[config.mk]
export PLATFORM = sky130hd
export DESIGN_NAME = modem_end_flat
export DESIGN_NICKNAME = d
export VERILOG_FILES = /design/src/hw/modem_link_pkg.sv /design/src/hw/modem_link_if.sv /design/src/hw/byte_fifo.sv /design/src/hw/modem_end.sv /design/src/flat_wrapper.sv
export SDC_FILE = /design/constraint.sdc
export NUM_CORES = 1
export LEC_CHECK = 0
export BUFFER_PORTS_ARGS = -buffer_cell sky130_fd_sc_hd__buf_4
export CORE_UTILIZATION = 30
export DETAILED_ROUTE_END_ITERATION = 16
export SLEW_MARGIN = 20
export SYNTH_ARGS = -nofsm -noshare
export SYNTH_HDL_FRONTEND = slang
export SYNTH_SLANG_ARGS = --single-unit
[constraint.sdc]
create_clock -name CORE_CLK -period 6.84 [get_ports CORE_CLK]
set_input_delay 0 -clock CORE_CLK [delete_from_list [all_inputs] [get_ports CORE_CLK]]
set_output_delay 0 -clock CORE_CLK [all_outputs]
set_load 0.01 [all_outputs]
[src/hw/modem_link_pkg.sv]
package modem_link_pkg;
  localparam int CLK_HZ = 20_000_000;
  localparam int BAUD = 9_600;
  localparam int BIT_CYCLES = CLK_HZ / BAUD;
  localparam int HALF_BIT_CYCLES = BIT_CYCLES / 2;
  localparam int DATA_BITS = 8;
  localparam int STOP_BITS = 1;
  localparam int RESET_PULSE_MS = 5;
  localparam int RESET_PULSE_CYCLES = (CLK_HZ / 1000) * RESET_PULSE_MS;
  localparam int RING_PULSE_CYCLES = BIT_CYCLES * 16;
  localparam int FIFO_DEPTH = 16;
  localparam logic LINE_IDLE = 1'b1;
  localparam logic START_LEVEL = 1'b0;
  localparam logic STOP_LEVEL = 1'b1;
endpackage

[src/hw/modem_link_if.sv]
`timescale 1ns/100ps
interface modem_link_if;
  logic host_power_request;
  logic host_reset_n;
  logic txd;
  logic rxd;
  logic dtr_n;
  logic dsr_n;
  logic rts;
  logic cts;
  logic dcd_n;
  logic ri_n;
  logic in_range_indicator;
  modport modem (
    input host_power_request, host_reset_n, txd, dtr_n, rts,
    output rxd, dsr_n, cts, dcd_n, ri_n, in_range_indicator
  );
  modport host (
    output host_power_request, host_reset_n, txd, dtr_n, rts,
    input rxd, dsr_n, cts, dcd_n, ri_n, in_range_indicator
  );
endinterface

[src/hw/byte_fifo.sv]
`timescale 1ns/100ps
module byte_fifo #(
  parameter int WIDTH = 8,
  parameter int DEPTH = 16
) (
  input wire logic clk,
  input wire logic rst,
  input wire logic in_valid,
  output logic in_ready,
  input wire logic [WIDTH-1:0] in_data,
  output logic out_valid,
  input wire logic out_ready,
  output logic [WIDTH-1:0] out_data
);
  localparam int AW = $clog2(DEPTH);
  logic [WIDTH-1:0] mem [DEPTH];
  logic [AW-1:0] wr_ptr;
  logic [AW-1:0] rd_ptr;
  logic [AW:0] count;
  logic push;
  logic pop;

  assign in_ready = (count != (AW+1)'(DEPTH));
  assign out_valid = (count != '0);
  assign push = in_valid && in_ready;
  assign pop = out_valid && out_ready;
  assign out_data = mem[rd_ptr];

  always_ff @(posedge clk) begin
    if (push) begin
      mem[wr_ptr] <= in_data;
    end
  end

  always_ff @(posedge clk or posedge rst) begin
    if (rst) begin
      wr_ptr <= '0;
      rd_ptr <= '0;
      count <= '0;
    end else begin
      if (push) begin
        wr_ptr <= (wr_ptr == AW'(DEPTH - 1)) ? '0 : wr_ptr + 1'b1;
      end
      if (pop) begin
        rd_ptr <= (rd_ptr == AW'(DEPTH - 1)) ? '0 : rd_ptr + 1'b1;
      end
      count <= count + (AW+1)'(push) - (AW+1)'(pop);
    end
  end
endmodule

[src/hw/modem_end.sv]
`timescale 1ns/100ps
// Behaviour
// - power request high means modem runs
// - host drives power request low to stop
// - host drives other lines low when off
// - reset active low, at least 5 ms
// - frames are 8 data, no parity, 1 stop
// - carrier detect low in range, high otherwise
// - in-range indicator mirrors carrier detect line
// - host rts high pauses modem transmission
// - modem cts high throttles host sending
// - ring indicator pulses low on waiting messages
module modem_end #(
  parameter int BIT_CYCLES = modem_link_pkg::BIT_CYCLES,
  parameter int RING_CYCLES = modem_link_pkg::RING_PULSE_CYCLES
) (
  input wire logic CORE_CLK,
  input wire logic RESET,
  modem_link_if.modem LINK,
  input wire logic IN_RANGE,
  input wire logic MODEM_READY,
  input wire logic MSG_WAITING,
  input wire logic [7:0] TX_DATA,
  input wire logic TX_VALID,
  output logic TX_READY,
  output logic [7:0] RX_DATA,
  output logic RX_VALID,
  input wire logic RX_READY,
  output logic RUNNING
);
  localparam int CW = $clog2(BIT_CYCLES + 1);
  logic [2:0] sync_pwr, sync_rst, sync_txd, sync_rts, sync_dtr;
  logic pwr, rst_n_pin, txd_s, rts_s;
  logic active;
  logic in_range_line;

  // three stage synchronisers, level taken when stages 2 and 3 agree
  always_ff @(posedge CORE_CLK or posedge RESET) begin
    if (RESET) begin
      sync_pwr <= 3'h0;
      sync_rst <= 3'h7;
      sync_txd <= 3'h7;
      sync_rts <= 3'h0;
      sync_dtr <= 3'h7;
    end else begin
      sync_pwr <= {sync_pwr[1:0], LINK.host_power_request};
      sync_rst <= {sync_rst[1:0], LINK.host_reset_n};
      sync_txd <= {sync_txd[1:0], LINK.txd};
      sync_rts <= {sync_rts[1:0], LINK.rts};
      sync_dtr <= {sync_dtr[1:0], LINK.dtr_n};
    end
  end

  always_ff @(posedge CORE_CLK or posedge RESET) begin
    if (RESET) begin
      pwr <= 1'b0;
      rst_n_pin <= 1'b1;
      txd_s <= modem_link_pkg::LINE_IDLE;
      rts_s <= 1'b0;
    end else begin
      if (sync_pwr[2] == sync_pwr[1]) pwr <= sync_pwr[2];
      if (sync_rst[2] == sync_rst[1]) rst_n_pin <= sync_rst[2];
      if (sync_txd[2] == sync_txd[1]) txd_s <= sync_txd[2];
      if (sync_rts[2] == sync_rts[1]) rts_s <= sync_rts[2];
    end
  end

  assign active = pwr && rst_n_pin;
  assign RUNNING = active;

  // one internal line feeds both outputs
  always_ff @(posedge CORE_CLK or posedge RESET) begin
    if (RESET) in_range_line <= 1'b1;
    else in_range_line <= !(active && IN_RANGE);
  end
  assign LINK.dcd_n = in_range_line;
  assign LINK.in_range_indicator = in_range_line;

  always_ff @(posedge CORE_CLK or posedge RESET) begin
    if (RESET) LINK.dsr_n <= 1'b1;
    else LINK.dsr_n <= !(active && MODEM_READY);
  end

  // ring: one low pulse per rising edge of message waiting while the modem runs
  logic msg_prev;
  logic [$clog2(RING_CYCLES + 1)-1:0] ring_cnt;
  always_ff @(posedge CORE_CLK or posedge RESET) begin
    if (RESET) begin
      msg_prev <= 1'b0;
      ring_cnt <= '0;
      LINK.ri_n <= 1'b1;
    end else begin
      msg_prev <= MSG_WAITING;
      if (active && MSG_WAITING && !msg_prev) begin
        ring_cnt <= $bits(ring_cnt)'(RING_CYCLES);
        LINK.ri_n <= 1'b0;
      end else if (ring_cnt != '0) begin
        ring_cnt <= ring_cnt - 1'b1;
        LINK.ri_n <= (ring_cnt == 1);
      end else begin
        LINK.ri_n <= 1'b1;
      end
    end
  end

  // transmitter to host, held off by rts between characters
  typedef enum {TX_IDLE, TX_START, TX_DATA_ST, TX_STOP} tx_state_t;
  tx_state_t tx_state;
  logic [CW-1:0] tx_cnt;
  logic [2:0] tx_bit;
  logic [7:0] tx_shift;
  assign TX_READY = active && tx_state == TX_IDLE && !rts_s;
  always_ff @(posedge CORE_CLK or posedge RESET) begin
    if (RESET) begin
      tx_state <= TX_IDLE;
      tx_cnt <= '0;
      tx_bit <= 3'h0;
      tx_shift <= 8'h00;
      LINK.rxd <= modem_link_pkg::LINE_IDLE;
    end else if (!active) begin
      tx_state <= TX_IDLE;
      LINK.rxd <= modem_link_pkg::LINE_IDLE;
    end else begin
      unique case (tx_state)
        TX_IDLE: begin
          LINK.rxd <= modem_link_pkg::LINE_IDLE;
          if (TX_VALID && TX_READY) begin
            tx_shift <= TX_DATA;
            tx_cnt <= CW'(BIT_CYCLES - 1);
            LINK.rxd <= modem_link_pkg::START_LEVEL;
            tx_state <= TX_START;
          end
        end
        TX_START, TX_DATA_ST: begin
          if (tx_cnt != '0) tx_cnt <= tx_cnt - 1'b1;
          else begin
            tx_cnt <= CW'(BIT_CYCLES - 1);
            if (tx_state == TX_START) begin
              tx_bit <= 3'h0;
              tx_state <= TX_DATA_ST;
              LINK.rxd <= tx_shift[0];
              tx_shift <= tx_shift >> 1;
            end else if (tx_bit == 3'(modem_link_pkg::DATA_BITS - 1)) begin
              LINK.rxd <= modem_link_pkg::STOP_LEVEL;
              tx_state <= TX_STOP;
            end else begin
              tx_bit <= tx_bit + 1'b1;
              LINK.rxd <= tx_shift[0];
              tx_shift <= tx_shift >> 1;
            end
          end
        end
        TX_STOP: begin
          if (tx_cnt != '0) tx_cnt <= tx_cnt - 1'b1;
          else tx_state <= TX_IDLE;
        end
      endcase
    end
  end

  // receiver from host into a 16 deep fifo; cts throttles once it is full
  typedef enum {RX_IDLE, RX_START, RX_DATA_ST, RX_STOP} rx_state_t;
  rx_state_t rx_state;
  logic [CW-1:0] rx_cnt;
  logic [2:0] rx_bit;
  logic [7:0] rx_shift;
  logic fifo_in_valid, fifo_in_ready;
  logic [7:0] fifo_in_data;
  logic [7:0] fifo_out_data;
  always_ff @(posedge CORE_CLK or posedge RESET) begin
    if (RESET) begin
      rx_state <= RX_IDLE;
      rx_cnt <= '0;
      rx_bit <= 3'h0;
      rx_shift <= 8'h00;
      fifo_in_valid <= 1'b0;
      fifo_in_data <= 8'h00;
    end else begin
      if (fifo_in_valid && fifo_in_ready) fifo_in_valid <= 1'b0;
      if (!active) rx_state <= RX_IDLE;
      else begin
        unique case (rx_state)
          RX_IDLE: if (txd_s == modem_link_pkg::START_LEVEL) begin
            rx_cnt <= CW'(BIT_CYCLES / 2);
            rx_state <= RX_START;
          end
          RX_START: if (rx_cnt != '0) rx_cnt <= rx_cnt - 1'b1;
          else if (txd_s != modem_link_pkg::START_LEVEL) rx_state <= RX_IDLE;
          else begin
            rx_cnt <= CW'(BIT_CYCLES - 1);
            rx_bit <= 3'h0;
            rx_state <= RX_DATA_ST;
          end
          RX_DATA_ST: if (rx_cnt != '0) rx_cnt <= rx_cnt - 1'b1;
          else begin
            rx_cnt <= CW'(BIT_CYCLES - 1);
            rx_shift <= {txd_s, rx_shift[7:1]};
            rx_bit <= rx_bit + 1'b1;
            if (rx_bit == 3'(modem_link_pkg::DATA_BITS - 1)) rx_state <= RX_STOP;
          end
          RX_STOP: if (rx_cnt != '0) rx_cnt <= rx_cnt - 1'b1;
          else begin
            // bad stop bit drops the character
            // a holding stage that drains on this edge may take the new character
            if (txd_s == modem_link_pkg::STOP_LEVEL && (!fifo_in_valid || fifo_in_ready)) begin
              fifo_in_valid <= 1'b1;
              fifo_in_data <= rx_shift;
            end
            rx_state <= RX_IDLE;
          end
        endcase
      end
    end
  end

  byte_fifo #(.WIDTH(8), .DEPTH(modem_link_pkg::FIFO_DEPTH)) rx_fifo (
    .clk(CORE_CLK),
    .rst(RESET),
    .in_valid(fifo_in_valid),
    .in_ready(fifo_in_ready),
    .in_data(fifo_in_data),
    .out_valid(RX_VALID),
    .out_ready(RX_READY),
    .out_data(fifo_out_data)
  );
  assign RX_DATA = fifo_out_data;

  // throttle on a full fifo; the holding stage absorbs the one character already under way
  always_ff @(posedge CORE_CLK or posedge RESET) begin
    if (RESET) LINK.cts <= 1'b0;
    else LINK.cts <= !fifo_in_ready;
  end
  logic unused_dtr;
  assign unused_dtr = sync_dtr[2];
endmodule

[src/flat_wrapper.sv]
// flat-port wrapper written by rule: the top's interface ports become plain ports
module modem_end_flat 
#(
  parameter int BIT_CYCLES = modem_link_pkg::BIT_CYCLES,
  parameter int RING_CYCLES = modem_link_pkg::RING_PULSE_CYCLES
)
  (CORE_CLK, RESET, IN_RANGE, MODEM_READY, MSG_WAITING, TX_DATA, TX_VALID, TX_READY, RX_DATA, RX_VALID, RX_READY, RUNNING, LINK_host_power_request, LINK_host_reset_n, LINK_txd, LINK_dtr_n, LINK_rts, LINK_rxd, LINK_dsr_n, LINK_cts, LINK_dcd_n, LINK_ri_n, LINK_in_range_indicator);
  modem_link_if LINK_i ();
  input wire logic CORE_CLK;
  input wire logic RESET;
  input wire logic IN_RANGE;
  input wire logic MODEM_READY;
  input wire logic MSG_WAITING;
  input wire logic [7:0] TX_DATA;
  input wire logic TX_VALID;
  output logic TX_READY;
  output logic [7:0] RX_DATA;
  output logic RX_VALID;
  input wire logic RX_READY;
  output logic RUNNING;
  input wire logic [$bits(LINK_i.host_power_request)-1:0] LINK_host_power_request;
  input wire logic [$bits(LINK_i.host_reset_n)-1:0] LINK_host_reset_n;
  input wire logic [$bits(LINK_i.txd)-1:0] LINK_txd;
  input wire logic [$bits(LINK_i.dtr_n)-1:0] LINK_dtr_n;
  input wire logic [$bits(LINK_i.rts)-1:0] LINK_rts;
  output wire logic [$bits(LINK_i.rxd)-1:0] LINK_rxd;
  output wire logic [$bits(LINK_i.dsr_n)-1:0] LINK_dsr_n;
  output wire logic [$bits(LINK_i.cts)-1:0] LINK_cts;
  output wire logic [$bits(LINK_i.dcd_n)-1:0] LINK_dcd_n;
  output wire logic [$bits(LINK_i.ri_n)-1:0] LINK_ri_n;
  output wire logic [$bits(LINK_i.in_range_indicator)-1:0] LINK_in_range_indicator;
  assign LINK_i.host_power_request = LINK_host_power_request;
  assign LINK_i.host_reset_n = LINK_host_reset_n;
  assign LINK_i.txd = LINK_txd;
  assign LINK_i.dtr_n = LINK_dtr_n;
  assign LINK_i.rts = LINK_rts;
  assign LINK_rxd = LINK_i.rxd;
  assign LINK_dsr_n = LINK_i.dsr_n;
  assign LINK_cts = LINK_i.cts;
  assign LINK_dcd_n = LINK_i.dcd_n;
  assign LINK_ri_n = LINK_i.ri_n;
  assign LINK_in_range_indicator = LINK_i.in_range_indicator;
  modem_end #(.BIT_CYCLES(BIT_CYCLES), .RING_CYCLES(RING_CYCLES)) u_core (.CORE_CLK(CORE_CLK), .RESET(RESET), .LINK(LINK_i), .IN_RANGE(IN_RANGE), .MODEM_READY(MODEM_READY), .MSG_WAITING(MSG_WAITING), .TX_DATA(TX_DATA), .TX_VALID(TX_VALID), .TX_READY(TX_READY), .RX_DATA(RX_DATA), .RX_VALID(RX_VALID), .RX_READY(RX_READY), .RUNNING(RUNNING));
endmodule
Yosys cells after proc, flatten, opt, wreduce, memory -nomap -nowiden
Memories as Yosys holds them, arrays and structs flattened.
Index checks and enable logic that the tools add are counted.
{"block": "classes", "addsub": 9, "eq_ne": 38, "muxes": 55, "bitwise": 2, "n_reduce_logical": 39}
{"operator": "$mux 32", "n": 12}
{"operator": "$eq 32x2->1 const B", "n": 5}
{"operator": "$pmux 32 s4", "n": 1}
{"operator": "$logic_not 32->1", "n": 3}
{"operator": "$mux 12", "n": 8}
{"operator": "$pmux 32 s3", "n": 1}
{"operator": "$eq 32x1->1 const B", "n": 2}
{"operator": "$pmux 12 s4", "n": 1}
{"operator": "$pmux 12 s3", "n": 1}
{"operator": "$mux 16", "n": 2}
{"operator": "$mux 8", "n": 4}
{"operator": "$ne 3x3->1 const B", "n": 10}
{"operator": "$reduce_bool 12->1", "n": 2}
{"operator": "$sub 12x1->12 const B", "n": 2}
{"operator": "$eq 16x1->1 const B", "n": 1}
{"operator": "$pmux 8 s2", "n": 1}
{"operator": "$reduce_and 4->1", "n": 4}
{"operator": "$reduce_bool 16->1", "n": 1}
{"operator": "$sub 16x1->16 const B", "n": 1}
{"operator": "$mux 3", "n": 5}
{"operator": "$reduce_and 5->1", "n": 3}
{"operator": "$mux 1", "n": 14}
{"operator": "$logic_and 1x1->1", "n": 11}
{"operator": "$ne 2x2->1 const B", "n": 5}
{"operator": "other kinds (23)", "n": 43}
{"block": "totals", "reg_bits": 170, "ram_bits": 128, "input_bits": 20, "out_inout_bits": 17, "mem_count": 1}
{"name": "u_core.rx_fifo.mem", "depth": 16, "width": 8, "read_ports": 1, "rd_clocked_by_memory_dff": 0, "write_ports": 1, "line_no": "byte_fifo.sv:16", "source": "logic [WIDTH-1:0] mem [DEPTH];"}

Longest topological paths before layout
{"block": "logic_depth", "ltp_word": 7, "mapped_depth": 14}

Modules after synthesis
Synthesis repeated with hierarchy kept, for this count alone.
{"block": "hier_totals", "cells_unflattened": 760, "hier_area_um2": 10543.9}
{"module": "byte_fifo", "instances": 1, "cells_each": 290, "area_each_um2": 5696.7}
{"module": "modem_end", "instances": 1, "cells_each": 470, "area_each_um2": 4847.1}

Least setup slack after synthesis
OpenSTA, ideal clock, no wires.
{"block": "synth_timing", "path_type": "flip-flop to flip-flop", "start": "reg u_core.rx_fifo.count[3]", "end": "reg u_core.rx_fifo.count[4]", "setup_time_ns": 0.123, "t_arrival_ns": 2.511, "path_slack_ns": 4.206, "stages_incl_launch_ff": 14, "path_cell_list": "dfrtp_1 > inv_1 > ha_1 > or4b_1 > nand2_1 > inv_2 > ha_1 > inv_1 > ha_1 > fa_1 > a21oi_1 > nor2_1 > nor2_1 > xnor2_1"}
{"element": "from (decl)", "line_no": "byte_fifo.sv:19", "source": "logic [AW:0] count;"}
{"element": "from (signal assigned)", "line_no": "byte_fifo.sv:47", "source": "count <= count + (AW+1)'(push) - (AW+1)'(pop);"}
{"element": "$reduce_bool 5->1", "line_no": "byte_fifo.sv:24", "source": "assign out_valid = (count != '0);"}
{"element": "named net RX_VALID", "line_no": "flat_wrapper.sv:18", "source": "output logic RX_VALID;"}
{"element": "$logic_and 1x1->1", "line_no": "byte_fifo.sv:26", "source": "assign pop = out_valid && out_ready;"}
{"element": "named net u_core.rx_fifo.pop", "line_no": "byte_fifo.sv:21", "source": "logic pop;"}
{"element": "$sub 5x1->5", "line_no": "byte_fifo.sv:47"}
The timed path passes the listed nets, and every way through them passes these cells.
A chain may end at the register's enable or synchronous reset.

Worst setup path after layout
{"block": "layout_timing", "start": "reg u_core.rx_fifo.rd_ptr[0]", "end": "out RX_DATA[3]"}
{"block": "layout_between", "elab_chain_len": 1}
{"element": "from (decl)", "line_no": "byte_fifo.sv:18", "source": "logic [AW-1:0] rd_ptr;"}
{"element": "from (signal assigned)", "line_no": "byte_fifo.sv:45", "source": "rd_ptr <= (rd_ptr == AW'(DEPTH - 1)) ? '0 : rd_ptr + 1'b1;"}
{"element": "$mem_v2 16x8"}
{"element": "to (decl)", "line_no": "flat_wrapper.sv:17", "source": "output logic [7:0] RX_DATA;"}
No other way between the ends.

==> flow_summary.yaml <==
worst_setup_path:
  startpoint: "u_core.rx_fifo.rd_ptr[0]"
  worst-path-max-fanout: 29
  regToRegSetupSlack_ns: 4.03
  required_ns: 6.84
  worst-endpoint-arrival_ns: 3.13
  critPathKind: "reg2out"
  worst_reg2reg_path_length_in_cells: 13
  setup.worst_path.end_class: "output pin"
  reg2reg_from: "u_core.rx_fifo.count[2]"
  worst_setup_path_start_kind: "flop"
floorplanning:
  initial_core_util_pct: 30.7
  chipWidth_um: 190
  core.rowCount: 68
  core_area_um2: 34700
  dieArea_um2: 36200
  boundaryPins: 37
  die_h_um: 190
grt:
  pin_count_of_the_biggest_net_entering_global_routing: 73
  global_route_wire_length_before_repair_mm: 33.9
  antenna_found_initial: 0
  globalRouteTotalUtil_pct: 11.6
  grt.overflow.total: 0
  vias_in_the_first_global_route: 6379
synthesis:
  syn-num-nets: 810
  synth_area_leaders: "sky130_fd_sc_hd__edfxtp_1, sky130_fd_sc_hd__dfrtp_1, sky130_fd_sc_hd__mux4_2"
  synth_top_area_cell: "sky130_fd_sc_hd__edfxtp_1"
  yosysUniqueCellTypes: 85
  postSynthRegisterBits: 238
  post_synth_instance_area_um2: 10600
  yosysWarningCount: 0
  yosys_most_used_dff: "sky130_fd_sc_hd__edfxtp_1"
  syn_avg_cell_area_um2: 14.0
  synth-seq-area-share_pct: 62.1
  synthDominantCellAreaShare_pct: 36.1
  asyncSetResetFlopFracSynth_pct: 46.2
  netlist_instances: 758
  synth_enable_flop_cells: 128
place:
  detailedPlace.worstSlack_ns: 3.97
  port_buffers: 35
  dp.final_hpwl_mm: 13.2
  place.gp.congestion: 0.752
sta:
  setup_viol_count_final: 0
  max_clock_freq_ghz: 0.319
  final_period_minus_worst_setup_slack_ns: 3.13
  slew_headroom_pct: 38.9
  hold_violations: 0
  worst_pin_slew_ns: 0.917
  clock-skew-final_ns: 0.0235
  layout_worst_path_cycle_share_pct: 45.8
  timing_max_transition_violations_final: 0
  setup_slack_ns: 3.71
  rsz0062_at_grt: "no"
  timing.setup.tns_ns: 0
clock_tree:
  cts.path.max_buffers: 3
  cts_inserted_buffers: 24
  cts.sink_count: 238
  cts-root-buf: "sky130_fd_sc_hd__clkbuf_16"
  htree_num_levels: 1
  clock_insertion_delay_worst_skew_ns: 0.53
  tritoncts: "done"
  cts.reportedPaths.clkPinSlew_ns: 0.06
  post_cts.repair.setup_buffers: 0
finish:
  drive_above_1_share_pct: 18.0
  area.growth.synth_to_final_pct: 15.5
  utilization_pct: 35.4
  fillerInstances: 3387
  layout_common_cells: "sky130_fd_sc_hd__edfxtp_1, sky130_fd_sc_hd__dfrtp_1, sky130_fd_sc_hd__nor2_1, sky130_fd_sc_hd__buf_4, sky130_fd_sc_hd__nand2_1"
  final_net_count: 871
  num_antenna_cells: 0
  final_common_cell: "sky130_fd_sc_hd__edfxtp_1"
route:
  drc_errors: 0
  drt-pass1-iter-count: 5
  avgViaCountPerCell: 4.83
  route.detailed.wl_per_inst_um: 15.8
  detailedRoute.firstIterationViolations: 348
  ant_nets: 0
  wirelength_mm: 20.5
  vias: 6235
power_and_ir_drop:
  p_leak_nw: 4.65
  vdd.ir_drop.worst_uv: 199
  p_per_area_nw_per_um2: 305
flow_run:
  cap_viol_max_count: 0
status:
  status: "finished, final reports clean"
worst_hold_path:
  hold_path.class: "in2async"
## synth_stat cells, drive strengths merged (9+ instances only)
cell type  number
nand2b          9
dfstp          12
nand2          41
mux2           36
a21o           13
mux2i          13
dfrtp          98
a21oi          28
clkbuf          9
nand3          14
mux4           24
xnor2          10
nor2           54
nor2b          15
nor3           15
ha             31
edfxtp        128
buf            16
o21ai          34
xor2            9
inv            27
## layout make-up
cell class | count | area [µm²] | share of cell area (%)
flip-flops and latches | 238 | 6610 | 53.8
multi-input cells | 466 | 3800 | 30.9
clock buffers | 32 | 631 | 5.13
well taps | 455 | 569 | 4.63
repair buffers | 61 | 503 | 4.09
inverters | 28 | 108 | 0.875
clock inverters | 12 | 67.6 | 0.550
## report_power, final
group	internal (mW)	leakage, nW	switching [mW]
sequential	1.61	2.58	0.142
combinational	0.387	1.73	0.435
clock	0.649	0.341	0.533
## worst paths after layout
path | end
max reg2reg | u_core.rx_fifo.count[4]
min in group CORE_CLK | u_core.sync_pwr[0]
min reg2reg | u_core.sync_rts[1]
min | u_core.rx_fifo.rd_ptr[3]
max | RX_DATA[3]
max in group asynchronous | u_core.ring_cnt[8]
## worst max-delay path, cell delays in order (launching register included)
cell,delay (ns)
sky130_fd_sc_hd__dfrtp_2,0.66
sky130_fd_sc_hd__buf_4,0.54
sky130_fd_sc_hd__mux2_1,0.37
sky130_fd_sc_hd__o22ai_1,0.26
sky130_fd_sc_hd__nor2_1,0.12
sky130_fd_sc_hd__a21o_1,0.21
sky130_fd_sc_hd__a221o_1,0.29
sky130_fd_sc_hd__buf_4,0.14
## repair_timing
action / in CTS / in global routing
hold endpoints to repair: 63 / 0
resized for setup: 0 / 0
hold buffers: 18 / 0
endpoints found under the setup margin: 0 / 0
## metrics by stage
stage               cells  hold WS [ns]  power (mW)  cell area (µm²)
floorplan             758       0.00448        2.36            10600
global placement     1230        0.0900        2.59            11400
detailed placement   1230        0.0898        2.60            11400
CTS                  1292        0.0807        3.81            12300
global route         1292         0.119        3.96            12300
finish               1292        0.0693        3.76            12300
## logic make-up after synthesis
kind of cell | Yosys count | share of synthesized area, %
flip-flops | 238 | 62.1
AND/OR/NAND/NOR | 193 | 10.1
AO/OA/AOI/OAI | 145 | 9.45
multiplexers | 73 | 10.4
buffers and inverters | 54 | 2.20
adder cells (fa/ha/maj) | 36 | 4.21
XOR/XNOR | 19 | 1.56
## registers in the layout, indices dropped and copies added (netlist names), 4 cells and up
signal,count
u_core.tx_cnt,12
u_core.rx_shift,8
u_core.ring_cnt,16
u_core.tx_shift,8
u_core.rx_fifo.wr_ptr,4
u_core.rx_cnt,12
u_core.fifo_in_data,8
u_core.rx_fifo.count,5
u_core.rx_fifo.mem,128
u_core.rx_fifo.rd_ptr,4
## per-layer routing
metal	up-vias	global-route usage, %	routed length, µm
met5	-	0	0
met4	0	3.29	458
met3	33	1.99	967
met2	113	18.9	9560
met1	3096	16.0	9480
li1	2993	-	-
Power figures use the tool's default switching activity.
